[config.mk]
export PLATFORM = sky130hd
export DESIGN_NAME = mst_translator
export DESIGN_NICKNAME = d
export VERILOG_FILES = /design/src/hdl/mst_sync.v /design/src/hdl/mst_bridge_pwm.v /design/src/hdl/mst_translator.v
export VERILOG_INCLUDE_DIRS = /design/src /design/src/hdl
export SDC_FILE = /design/constraint.sdc
export NUM_CORES = 1
export LEC_CHECK = 0
export BUFFER_PORTS_ARGS = -buffer_cell sky130_fd_sc_hd__clkbuf_2
export CAP_MARGIN = 20
export CORE_MARGIN = 3
export CORE_UTILIZATION = 61
export DETAILED_ROUTE_END_ITERATION = 8
export PLACE_DENSITY = 0.82
export SLEW_MARGIN = 25
export SYNTH_ARGS = -nofsm -noshare
export SYNTH_HDL_FRONTEND = slang
export SYNTH_HIERARCHICAL = 1
export SYNTH_SLANG_ARGS = --single-unit
[constraint.sdc]
create_clock -name i_clk_sys -period 7.25 [get_ports i_clk_sys]
set_input_delay 1.45 -clock i_clk_sys [delete_from_list [all_inputs] [get_ports i_clk_sys]]
set_output_delay 1.45 -clock i_clk_sys [all_outputs]
set_load 0.01 [all_outputs]
[src/hdl/mst_regs.vh]
// Constants for the microstep translator: register map, fields, reset values, timing.
// Summary of operation
// - Resolution selects decode: low-low full, lo-only half, hi-only quarter, both sixteenth.
// - Each advance rising edge moves position one increment, updating DAC levels and polarity.
// - Resolution changes take effect only at the next advance rising edge.
// - Power-on or reset loads Home into both DACs and polarities, both bridges mixed.
// - After a step, unless the off-time pin is grounded or at supply in full step, lower new DAC level selects mixed decay, else slow decay.
// - While translator reset is low, hold Home and keep every output FET off.
// - Advance edges are ignored while translator reset is low; stepping resumes afterwards.
// - Thermal or overcurrent trip returns the translator to Home, common to all modes.
// - Off-time pin grounded gives mixed decay always, with a 30 us off-time.
// - Each bridge uses fixed off-time PWM with trip level set by its DAC.
// - Rotation sense is sampled only at the advance rising edge.
// - Off-time pin at supply gives 30 us, automatic mixed decay, slow in full step.
// - Mixed decay is fast decay for 31.25% of off-time, then slow.
// - Current-sense comparator is ignored for about 1 us after each switching event.
`ifndef MST_REGS_VH
`define MST_REGS_VH

`define MST_CLK_MHZ        100
`define MST_T_OFF_US       30
`define MST_T_BLANK_US     1
`define MST_OFF_CYC        (`MST_T_OFF_US * `MST_CLK_MHZ)
`define MST_BLANK_CYC      (`MST_T_BLANK_US * `MST_CLK_MHZ)
`define MST_FAST_NUM       5
`define MST_FAST_SHIFT     4

`define MST_ADDR_STATUS    4'h0
`define MST_ADDR_LEVELS    4'h4
`define MST_ADDR_OFFTIME   4'h8
`define MST_ADDR_CTRL      4'hc

`define MST_CTRL_HOME_BIT  0
`define MST_OFFTIME_RST    12'hbb8

`define MST_HOME_POS       6'h08
`define MST_RES_FULL       2'h0
`define MST_RES_HALF       2'h1
`define MST_RES_QUARTER    2'h2
`define MST_RES_SIXTEENTH  2'h3

`define MST_OFFCFG_GND     2'h0
`define MST_OFFCFG_VDD     2'h1

`define MST_DRV_OFF        2'h0
`define MST_DRV_ON         2'h1
`define MST_DRV_FAST       2'h2
`define MST_DRV_SLOW       2'h3

`endif

[src/hdl/mst_sync.v]
// Three-stage input synchroniser whose output moves once stages two and three agree.
`timescale 1ns/1ps
module mst_sync #(
    parameter W = 1
) (
    input  wire         i_clk_sys,  // System clock
    input  wire         i_rstn,     // Asynchronous reset, active low
    input  wire [W-1:0] i_async,    // Input from outside the clock domain
    output reg  [W-1:0] o_sync      // Filtered synchronous copy
);
    reg [W-1:0] s1_r;
    reg [W-1:0] s2_r;
    reg [W-1:0] s3_r;
    integer     k;

    always @(posedge i_clk_sys or negedge i_rstn)
    begin
        if (!i_rstn)
        begin
            s1_r   <= {W{1'b0}};
            s2_r   <= {W{1'b0}};
            s3_r   <= {W{1'b0}};
            o_sync <= {W{1'b0}};
        end
        else
        begin
            s1_r <= i_async;
            s2_r <= s1_r;
            s3_r <= s2_r;
            for (k = 0; k < W; k = k + 1)
            begin
                if (s2_r[k] == s3_r[k])
                    o_sync[k] <= s3_r[k];
            end
        end
    end
endmodule

[src/hdl/mst_bridge_pwm.v]
// Fixed off-time PWM sequencer for one full-bridge, with blanking and mixed decay.
`timescale 1ns/1ps
`include "mst_regs.vh"
module mst_bridge_pwm (
    input  wire        i_clk_sys,  // System clock
    input  wire        i_rstn,     // Asynchronous reset, active low
    input  wire        i_hold,     // All FETs off while high
    input  wire        i_mixed,    // Mixed decay selected
    input  wire        i_trip,     // Synchronised current-sense comparator
    input  wire [11:0] i_off_cyc,  // Off-time in clock cycles
    output reg  [1:0]  o_drv       // Bridge drive state
);
    localparam [11:0] BLANK    = `MST_BLANK_CYC;
    localparam [15:0] FAST_NUM = `MST_FAST_NUM;

    reg  [11:0] cnt_r;
    wire [15:0] fast_prod = {4'h0, i_off_cyc} * FAST_NUM;
    wire [11:0] fast_raw  = fast_prod[15:4];
    wire [11:0] fast_len  = (fast_raw == 12'h000) ? 12'h001 : fast_raw;

    always @(posedge i_clk_sys or negedge i_rstn)
    begin
        if (!i_rstn)
        begin
            o_drv <= `MST_DRV_OFF;
            cnt_r <= 12'h000;
        end
        else if (i_hold)
        begin
            o_drv <= `MST_DRV_OFF;
            cnt_r <= 12'h000;
        end
        else
        begin
            case (o_drv)
                `MST_DRV_OFF:
                begin
                    o_drv <= `MST_DRV_ON;
                    cnt_r <= BLANK - 12'h001;
                end
                `MST_DRV_ON:
                begin
                    if (cnt_r != 12'h000)
                        cnt_r <= cnt_r - 12'h001;
                    else if (i_trip)
                    begin
                        o_drv <= i_mixed ? `MST_DRV_FAST : `MST_DRV_SLOW;
                        cnt_r <= (i_mixed ? fast_len : i_off_cyc) - 12'h001;
                    end
                end
                `MST_DRV_FAST:
                begin
                    if (cnt_r != 12'h000)
                        cnt_r <= cnt_r - 12'h001;
                    else
                    begin
                        o_drv <= `MST_DRV_SLOW;
                        cnt_r <= i_off_cyc - fast_len - 12'h001;
                    end
                end
                default:
                begin
                    if (cnt_r != 12'h000)
                        cnt_r <= cnt_r - 12'h001;
                    else
                    begin
                        o_drv <= `MST_DRV_ON;
                        cnt_r <= BLANK - 12'h001;
                    end
                end
            endcase
        end
    end
endmodule

[src/hdl/mst_translator.v]
// Microstep translator with decay selection, two bridge PWM sequencers and registers.
//
// Implementation choices: the plain strobed port and the register offsets.
`timescale 1ns/1ps
`include "mst_regs.vh"
module mst_translator (
    input  wire        i_clk_sys,         // System clock, 100 MHz
    input  wire        i_rstn,            // Asynchronous reset, active low
    input  wire        i_step,            // Advance pulse pin
    input  wire        i_dir,             // Rotation sense pin
    input  wire        i_resolution_sel_lo, // Resolution select, low bit
    input  wire        i_resolution_sel_hi, // Resolution select, high bit
    input  wire        i_xlat_rst_n,      // Translator reset pin, active low
    input  wire [1:0]  i_offtime_config_pin, // 0 ground, 1 supply, 2/3 resistor
    input  wire        i_thermal_trip,    // Thermal shutdown trip
    input  wire        i_overcurrent_trip, // Overcurrent trip
    input  wire        i_cmp_a,           // Bridge A sense comparator
    input  wire        i_cmp_b,           // Bridge B sense comparator
    input  wire [3:0]  i_addr,            // Register byte address
    input  wire [31:0] i_wdata,           // Register write data
    input  wire        i_wr,              // Write strobe
    input  wire        i_rd,              // Read strobe
    output reg  [31:0] o_rdata,           // Read data, cycle after read
    output reg  [6:0]  o_dac_a,           // Bridge A DAC level, percent
    output reg         o_pol_a,           // Bridge A polarity, 1 positive
    output reg  [6:0]  o_dac_b,           // Bridge B DAC level, percent
    output reg         o_pol_b,           // Bridge B polarity, 1 positive
    output reg         o_mixed_a,         // Bridge A mixed decay
    output reg         o_mixed_b,         // Bridge B mixed decay
    output wire [1:0]  o_drv_a,           // Bridge A drive state
    output wire [1:0]  o_drv_b            // Bridge B drive state
);
    // Home is 45 degrees: both windings at the same level, both polarities positive.
    localparam [6:0] HOME_DAC = 7'h47;
    localparam       HOME_POL = 1'b1;

    // Synchronised pin levels, packed for one synchroniser instance.
    wire [10:0] pins_s;
    wire        step_s  = pins_s[0];
    wire        dir_s   = pins_s[1];
    wire [1:0]  ms_s    = {pins_s[3], pins_s[2]};
    wire        xrstn_s = pins_s[4];
    wire [1:0]  ocfg_s  = pins_s[6:5];
    wire        fault_s = pins_s[7] | pins_s[8];
    wire        cmpa_s  = pins_s[9];
    wire        cmpb_s  = pins_s[10];

    reg         step_d_r;
    reg  [5:0]  pos_r;
    reg  [1:0]  res_r;
    reg         held_r;
    reg         soft_home_r;
    reg  [11:0] offtime_r;
    reg  [5:0]  pos_nxt;
    reg  [5:0]  inc_nxt;
    reg  [6:0]  lvla_nxt;
    reg  [6:0]  lvlb_nxt;
    reg         pola_nxt;
    reg         polb_nxt;
    reg         mixa_nxt;
    reg         mixb_nxt;
    reg  [1:0]  res_nxt;
    reg  [31:0] rdata_nxt;

    // Any of the three home sources holds the translator; the bridges follow one
    // cycle later through held_r, so the FET-off decision comes from a flop.
    wire        hold = ~xrstn_s | fault_s | soft_home_r;
    wire        step_edge = step_s & ~step_d_r;
    wire [11:0] off_cyc;
    wire [11:0] off_eff;
    wire [10:0] pins_raw;

    // Pin order on the synchroniser; the unpacking above must follow it.
    assign pins_raw[0]   = i_step;
    assign pins_raw[1]   = i_dir;
    assign pins_raw[2]   = i_resolution_sel_lo;
    assign pins_raw[3]   = i_resolution_sel_hi;
    assign pins_raw[4]   = i_xlat_rst_n;
    assign pins_raw[6:5] = i_offtime_config_pin;
    assign pins_raw[7]   = i_thermal_trip;
    assign pins_raw[8]   = i_overcurrent_trip;
    assign pins_raw[9]   = i_cmp_a;
    assign pins_raw[10]  = i_cmp_b;

    mst_sync #(
        .W (11)
    ) u_sync (
        .i_clk_sys (i_clk_sys),
        .i_rstn    (i_rstn),
        .i_async   (pins_raw),
        .o_sync    (pins_s)
    );

    // Quarter-wave table, 17 points from 0 to 90 degrees, in percent of full trip.
    function [6:0] wave;
        input [4:0] idx;
        begin
            case (idx)
                5'h00:   wave = 7'h00;
                5'h01:   wave = 7'h0a;
                5'h02:   wave = 7'h14;
                5'h03:   wave = 7'h1d;
                5'h04:   wave = 7'h26;
                5'h05:   wave = 7'h2f;
                5'h06:   wave = 7'h38;
                5'h07:   wave = 7'h3f;
                5'h08:   wave = 7'h47;
                5'h09:   wave = 7'h4d;
                5'h0a:   wave = 7'h53;
                5'h0b:   wave = 7'h58;
                5'h0c:   wave = 7'h5c;
                5'h0d:   wave = 7'h60;
                5'h0e:   wave = 7'h62;
                5'h0f:   wave = 7'h64;
                default: wave = 7'h64;
            endcase
        end
    endfunction

    // Sine-side table index for a position; the cosine side uses 16 minus it.
    function [4:0] sin_idx;
        input [5:0] p;
        begin
            if (p[4])
                sin_idx = 5'h10 - {1'b0, p[3:0]};
            else
                sin_idx = {1'b0, p[3:0]};
        end
    endfunction

    // A register value below four would leave no room for the fast and slow parts of
    // the off-time, so the bridges never see less than four cycles.
    assign off_eff = (offtime_r < 12'h004) ? 12'h004 : offtime_r;

    // Ground strap runs at the fixed 30 us; the supply strap too; otherwise software sets it.
    assign off_cyc = (ocfg_s == `MST_OFFCFG_GND || ocfg_s == `MST_OFFCFG_VDD)
                     ? `MST_OFFTIME_RST : off_eff;

    always @*
    begin
        res_nxt = ms_s;
        case (ms_s)
            `MST_RES_FULL:    inc_nxt = 6'h10;
            `MST_RES_HALF:    inc_nxt = 6'h08;
            `MST_RES_QUARTER: inc_nxt = 6'h04;
            default:          inc_nxt = 6'h01;
        endcase
        if (dir_s)
            pos_nxt = pos_r + inc_nxt;
        else
            pos_nxt = pos_r - inc_nxt;
        lvla_nxt = wave(sin_idx(pos_nxt));
        lvlb_nxt = wave(5'h10 - sin_idx(pos_nxt));
        pola_nxt = ~pos_nxt[5];
        polb_nxt = (pos_nxt[5:4] == 2'h0) || (pos_nxt[5:4] == 2'h3);
        // Falling level gives mixed
        // The compare uses the level driven now, before this step loads the new one.
        mixa_nxt = (lvla_nxt < o_dac_a);
        mixb_nxt = (lvlb_nxt < o_dac_b);
        if (ocfg_s == `MST_OFFCFG_GND)
        begin
            mixa_nxt = 1'b1;
            mixb_nxt = 1'b1;
        end
        else if (ocfg_s == `MST_OFFCFG_VDD && ms_s == `MST_RES_FULL)
        begin
            mixa_nxt = 1'b0;
            mixb_nxt = 1'b0;
        end
    end

    always @(posedge i_clk_sys or negedge i_rstn)
    begin
        if (!i_rstn)
        begin
            pos_r     <= `MST_HOME_POS;
            res_r     <= `MST_RES_FULL;
            o_dac_a   <= HOME_DAC;
            o_dac_b   <= HOME_DAC;
            o_pol_a   <= HOME_POL;
            o_pol_b   <= HOME_POL;
            o_mixed_a <= 1'b1;
            o_mixed_b <= 1'b1;
        end
        else
        begin
            if (hold)
            begin
                pos_r     <= `MST_HOME_POS;
                o_dac_a   <= HOME_DAC;
                o_dac_b   <= HOME_DAC;
                o_pol_a   <= HOME_POL;
                o_pol_b   <= HOME_POL;
                o_mixed_a <= 1'b1;
                o_mixed_b <= 1'b1;
            end
            else if (step_edge)
            begin
                pos_r     <= pos_nxt;
                res_r     <= res_nxt;
                o_dac_a   <= lvla_nxt;
                o_dac_b   <= lvlb_nxt;
                o_pol_a   <= pola_nxt;
                o_pol_b   <= polb_nxt;
                o_mixed_a <= mixa_nxt;
                o_mixed_b <= mixb_nxt;
            end
        end
    end

    // Edge history tracks the pin even while held, so release makes no false edge.
    always @(posedge i_clk_sys or negedge i_rstn)
    begin
        if (!i_rstn)
        begin
            step_d_r <= 1'b0;
            held_r   <= 1'b1;
        end
        else
        begin
            step_d_r <= step_s;
            held_r   <= hold;
        end
    end

    mst_bridge_pwm u_bridge_a (
        .i_clk_sys (i_clk_sys),
        .i_rstn    (i_rstn),
        .i_hold    (held_r),
        .i_mixed   (o_mixed_a),
        .i_trip    (cmpa_s),
        .i_off_cyc (off_cyc),
        .o_drv     (o_drv_a)
    );

    mst_bridge_pwm u_bridge_b (
        .i_clk_sys (i_clk_sys),
        .i_rstn    (i_rstn),
        .i_hold    (held_r),
        .i_mixed   (o_mixed_b),
        .i_trip    (cmpb_s),
        .i_off_cyc (off_cyc),
        .o_drv     (o_drv_b)
    );

    // Register write side. The home request is a one-cycle pulse, so it clears itself.
    always @(posedge i_clk_sys or negedge i_rstn)
    begin
        if (!i_rstn)
        begin
            offtime_r   <= `MST_OFFTIME_RST;
            soft_home_r <= 1'b0;
        end
        else
        begin
            soft_home_r <= i_wr && (i_addr == `MST_ADDR_CTRL)
                           && i_wdata[`MST_CTRL_HOME_BIT];
            if (i_wr && i_addr == `MST_ADDR_OFFTIME)
                offtime_r <= i_wdata[11:0];
        end
    end

    always @*
    begin
        rdata_nxt = 32'h0000_0000;
        if (i_rd)
        begin
            case (i_addr)
                `MST_ADDR_STATUS:
                    rdata_nxt = {21'h000000, o_mixed_b, o_mixed_a, held_r, res_r, pos_r};
                `MST_ADDR_LEVELS:
                    rdata_nxt = {16'h0000, o_pol_b, o_dac_b, o_pol_a, o_dac_a};
                `MST_ADDR_OFFTIME:
                    rdata_nxt = {20'h00000, offtime_r};
                // Control is write-only; its home bit is a pulse and reads back as zero.
                `MST_ADDR_CTRL:
                    rdata_nxt = 32'h0000_0000;
                default:
                    rdata_nxt = 32'h0000_0000;
            endcase
        end
    end

    // Read data stand for one cycle only and are zero otherwise.
    always @(posedge i_clk_sys or negedge i_rstn)
    begin
        if (!i_rstn)
            o_rdata <= 32'h0000_0000;
        else
            o_rdata <= rdata_nxt;
    end
endmodule

==> flow_summary.toml <==
[worst_setup_path]
r2r_slack_ps = 1150
ff2ff_path_depth = 20
cp-start-kind = "register"
crit_start = "u_sync/o_sync[6]$_DFFE_PN0N_"
crit_path_end_kind = "register"
path_class = "reg -> reg"
required_ps = 7580
worstPathArrival_ps = 6430
rr_endpoint = "u_bridge_b/cnt_r[11]$_DFFE_PN0P_"
crit_path_max_fanout = 15
timing.rr.start = "u_sync/o_sync[6]$_DFFE_PN0N_"
cp-endpoint = "u_bridge_b/cnt_r[11]$_DFFE_PN0P_"

[cts]
ctsHtreeMaxLevel = 4
cts_tree = "built"
postCtsHoldBufs = 0
cts.sinks = 129
ctsLongestPathBuffers = 2
clockRootBuffer = "clkbuf_16"
post_cts_resized = 0
clk_pin_slew_ps = 60
numCtsBuffers = 17
clk_latency_ps = 420
cts_setup_buffers = 0

[placement]
routabilityCongestion = 0.939
dp.cells = 1464
dp_hpwl_um = 20000
place.port_buffers = 68

[global_route]
track_usage_pct = 28.4
grt_start_max_net_pins = 83
grt_antenna_before_repair = 0
grt_pass1_wl_um = 45300
grt-ovfl-total = 0
grt_pass1_vias = 9042

[route]
wl_per_cell_um = 18.2
drt_pass1_iterations = 5
vias = 9475
drt_iter0_markers = 995
ant_nets = 0
drc = 0
via_per_inst = 6.33
routed_wl_um = 27200

[sta]
hold_viol = 0
setup_viol = 0
rsz0062_at_grt = "false"
final_max_slew_viol_count = 0
fin_crit_ps = 6100
fin_crit_sh_pct = 84.1
fmax_mhz = 164
tightest_slew_ps = 1110
tns_ps = 0
relSlewSlack_pct = 25.5
finalClockSkew_ps = 8.65

[yosys]
ys_async_sr_fraction_pct = 100
syn_area_um2 = 10600
ys_seq_area_share_pct = 30.6
synth_edf_count = 0
ys_types = 101
synth_area_per_cell_um2 = 8.77
synth_warnings = 6
synth-seq-cells = 129
synthFlopType = "dfrtp_1"
syn_inst = 1213

[die]
die_w_um = 138
io_pins = 105
dieArea_um2 = 19100
die_y_um = 138
num_rows = 47
core_area_um2 = 16800
start_util_pct = 63.3

[finish]
nets = 1422
area_growth_pct = 9.16
fin_util_pct = 69.1
drive_above_1_share_pct = 14.8
multiInputGateArea_um2 = 6910
final-seq-area_um2 = 3250
fillCellCount = 1366
final_cells = 1496
diodes = 0

[job]
drv_cap = 0

[run_status]
status = "complete, no violations"

[pwr]
vdd_drop_max_mv = 0.203
leakagePower_nw = 5.31
pwr_density_cell_nw_per_um2 = 318

[worst_hold_path]
hp-class = "reg -> reg"
==> how the worst min path moves through the flow <==
stage	endpoint	cells after the start	from	slack [ps]
3_5_place_dp	u_sync/s2_r[1]$_DFF_PN0_	0	u_sync/s1_r[1]$_DFF_PN0_	340
4_1_cts	u_sync/s2_r[1]$_DFF_PN0_	0	u_sync/s1_r[1]$_DFF_PN0_	350
3_3_place_gp	u_sync/s2_r[3]$_DFF_PN0_	0	u_sync/s1_r[3]$_DFF_PN0_	330
5_1_grt	u_sync/s2_r[0]$_DFF_PN0_	0	u_sync/s1_r[0]$_DFF_PN0_	360
6_report	u_sync/s2_r[1]$_DFF_PN0_	0	u_sync/s1_r[1]$_DFF_PN0_	350
2_1_floorplan	u_sync/s2_r[0]$_DFF_PN0_	0	u_sync/s1_r[0]$_DFF_PN0_	330
==> area by class of cell <==
class	instances	area share, %
Multi-Input combinational cell	978	59.5
Timing Repair Buffer	72	3.27
Clock inverter	14	1.06
Inverter	65	2.10
Sequential cell	129	28.0
Clock buffer	18	3.69
Tap cell	220	2.37
==> cell usage in the layout, fill, tap and decap left out, types with 16 or more instances in the layout <==
cell type and n:
xor2_1 31, o21ai_0 61, dfrtp_1 108, a21oi_1 93, clkbuf_2 67, nand2_1 92
xnor2_1 32, mux2i_1 21, conb_1 16, inv_1 62, o211ai_1 18, a21o_1 29
nand3_1 33, nor3_1 26, a31oi_1 21, dfstp_2 21, clkbuf_16 17, nand2b_1 21
nor2_1 110, ha_1 103
==> Yosys cell counts (17+ instances only) <==
cell	instances	area, um2
a21oi_1	93	465
inv_1	62	233
o211ai_1	18	135
xnor2_1	32	280
xor2_1	31	272
dfrtp_1	108	2700
nor2_1	111	417
mux2i_1	21	210
nand3_1	33	165
a31oi_1	21	131
o21ai_0	61	305
ha_1	103	1290
dfstp_2	21	552
a21o_1	29	218
clkbuf_1	29	109
nor3_1	26	130
nand2b_1	21	131
nand2_1	92	345
buf_4	17	128
==> state kept, by name (all words and copies together) (netlist names), 2 cells and up <==
name,cells
o_rdata,16
o_dac_a,7
u_sync/s2_r,11
pos_r,6
res_r,2
u_sync/o_sync,11
u_bridge_a/o_drv,2
u_bridge_a/cnt_r,12
u_sync/s1_r,11
u_bridge_b/cnt_r,12
u_sync/s3_r,11
offtime_r,12
o_dac_b,7
u_bridge_b/o_drv,2
==> layer usage <==
| metal | wire length, um | global-route usage, % | up-vias |
|---|---|---|---|
| met5 | 0 | 0 | - |
| li1 | - | - | 4511 |
| met3 | 1820 | 5.15 | 56 |
| met4 | 750 | 10.7 | 0 |
| met1 | 11700 | 38.5 | 4530 |
| met2 | 12900 | 45.6 | 378 |
==> stage by stage <==
step / power, mW / setup WS, ps / instance area [um2] / hold slack, ps
final: 3.69 / 1150 / 11600 / 349
after global routing: 3.97 / 570 / 11600 / 359
after CTS: 3.66 / 1240 / 11600 / 352
after detailed placement: 2.83 / 1300 / 11100 / 338
after global placement: 2.78 / 1380 / 11100 / 332
after floorplan: 2.43 / 1770 / 10700 / 331
==> kinds of logic after synthesis <==
logic type               after synthesis  share of synthesized area, %
AO/OA/AOI/OAI                        357                          22.8
XOR/XNOR                              65                          5.60
adder cells (fa/ha/maj)              119                          14.2
buffers and inverters                121                          5.03
flip-flops                           129                          30.6
multiplexers                          35                          3.49
other                                  1                        0.0352
AND/OR/NAND/NOR                      386                          18.3
==> worst max-delay path: stages, from the launching register on <==
cell,delay [ps]
dfrtp_1,660
nand2b_1,450
ha_1,430
ha_1,370
a21oi_1,230
o21ai_0,140
or3_2,440
a222oi_1,540
nand4_1,360
o21ai_2,290
inv_1,70
ha_1,200
a21o_1,170
a21oi_1,280
o21ai_0,180
nand3_1,130
o21ai_0,130
o41ai_1,340
xor2_1,220
a41oi_1,140
a21oi_1,220
==> where the power goes <==
group	leakage (nW)	internal, mW	switching (mW)	total, mW
clock network	0.259	0.449	0.359	0.808
logic	3.45	0.824	1.23	2.05
registers	1.61	0.780	0.0526	0.833
No activity file was read; power rests on OpenSTA's default activity.
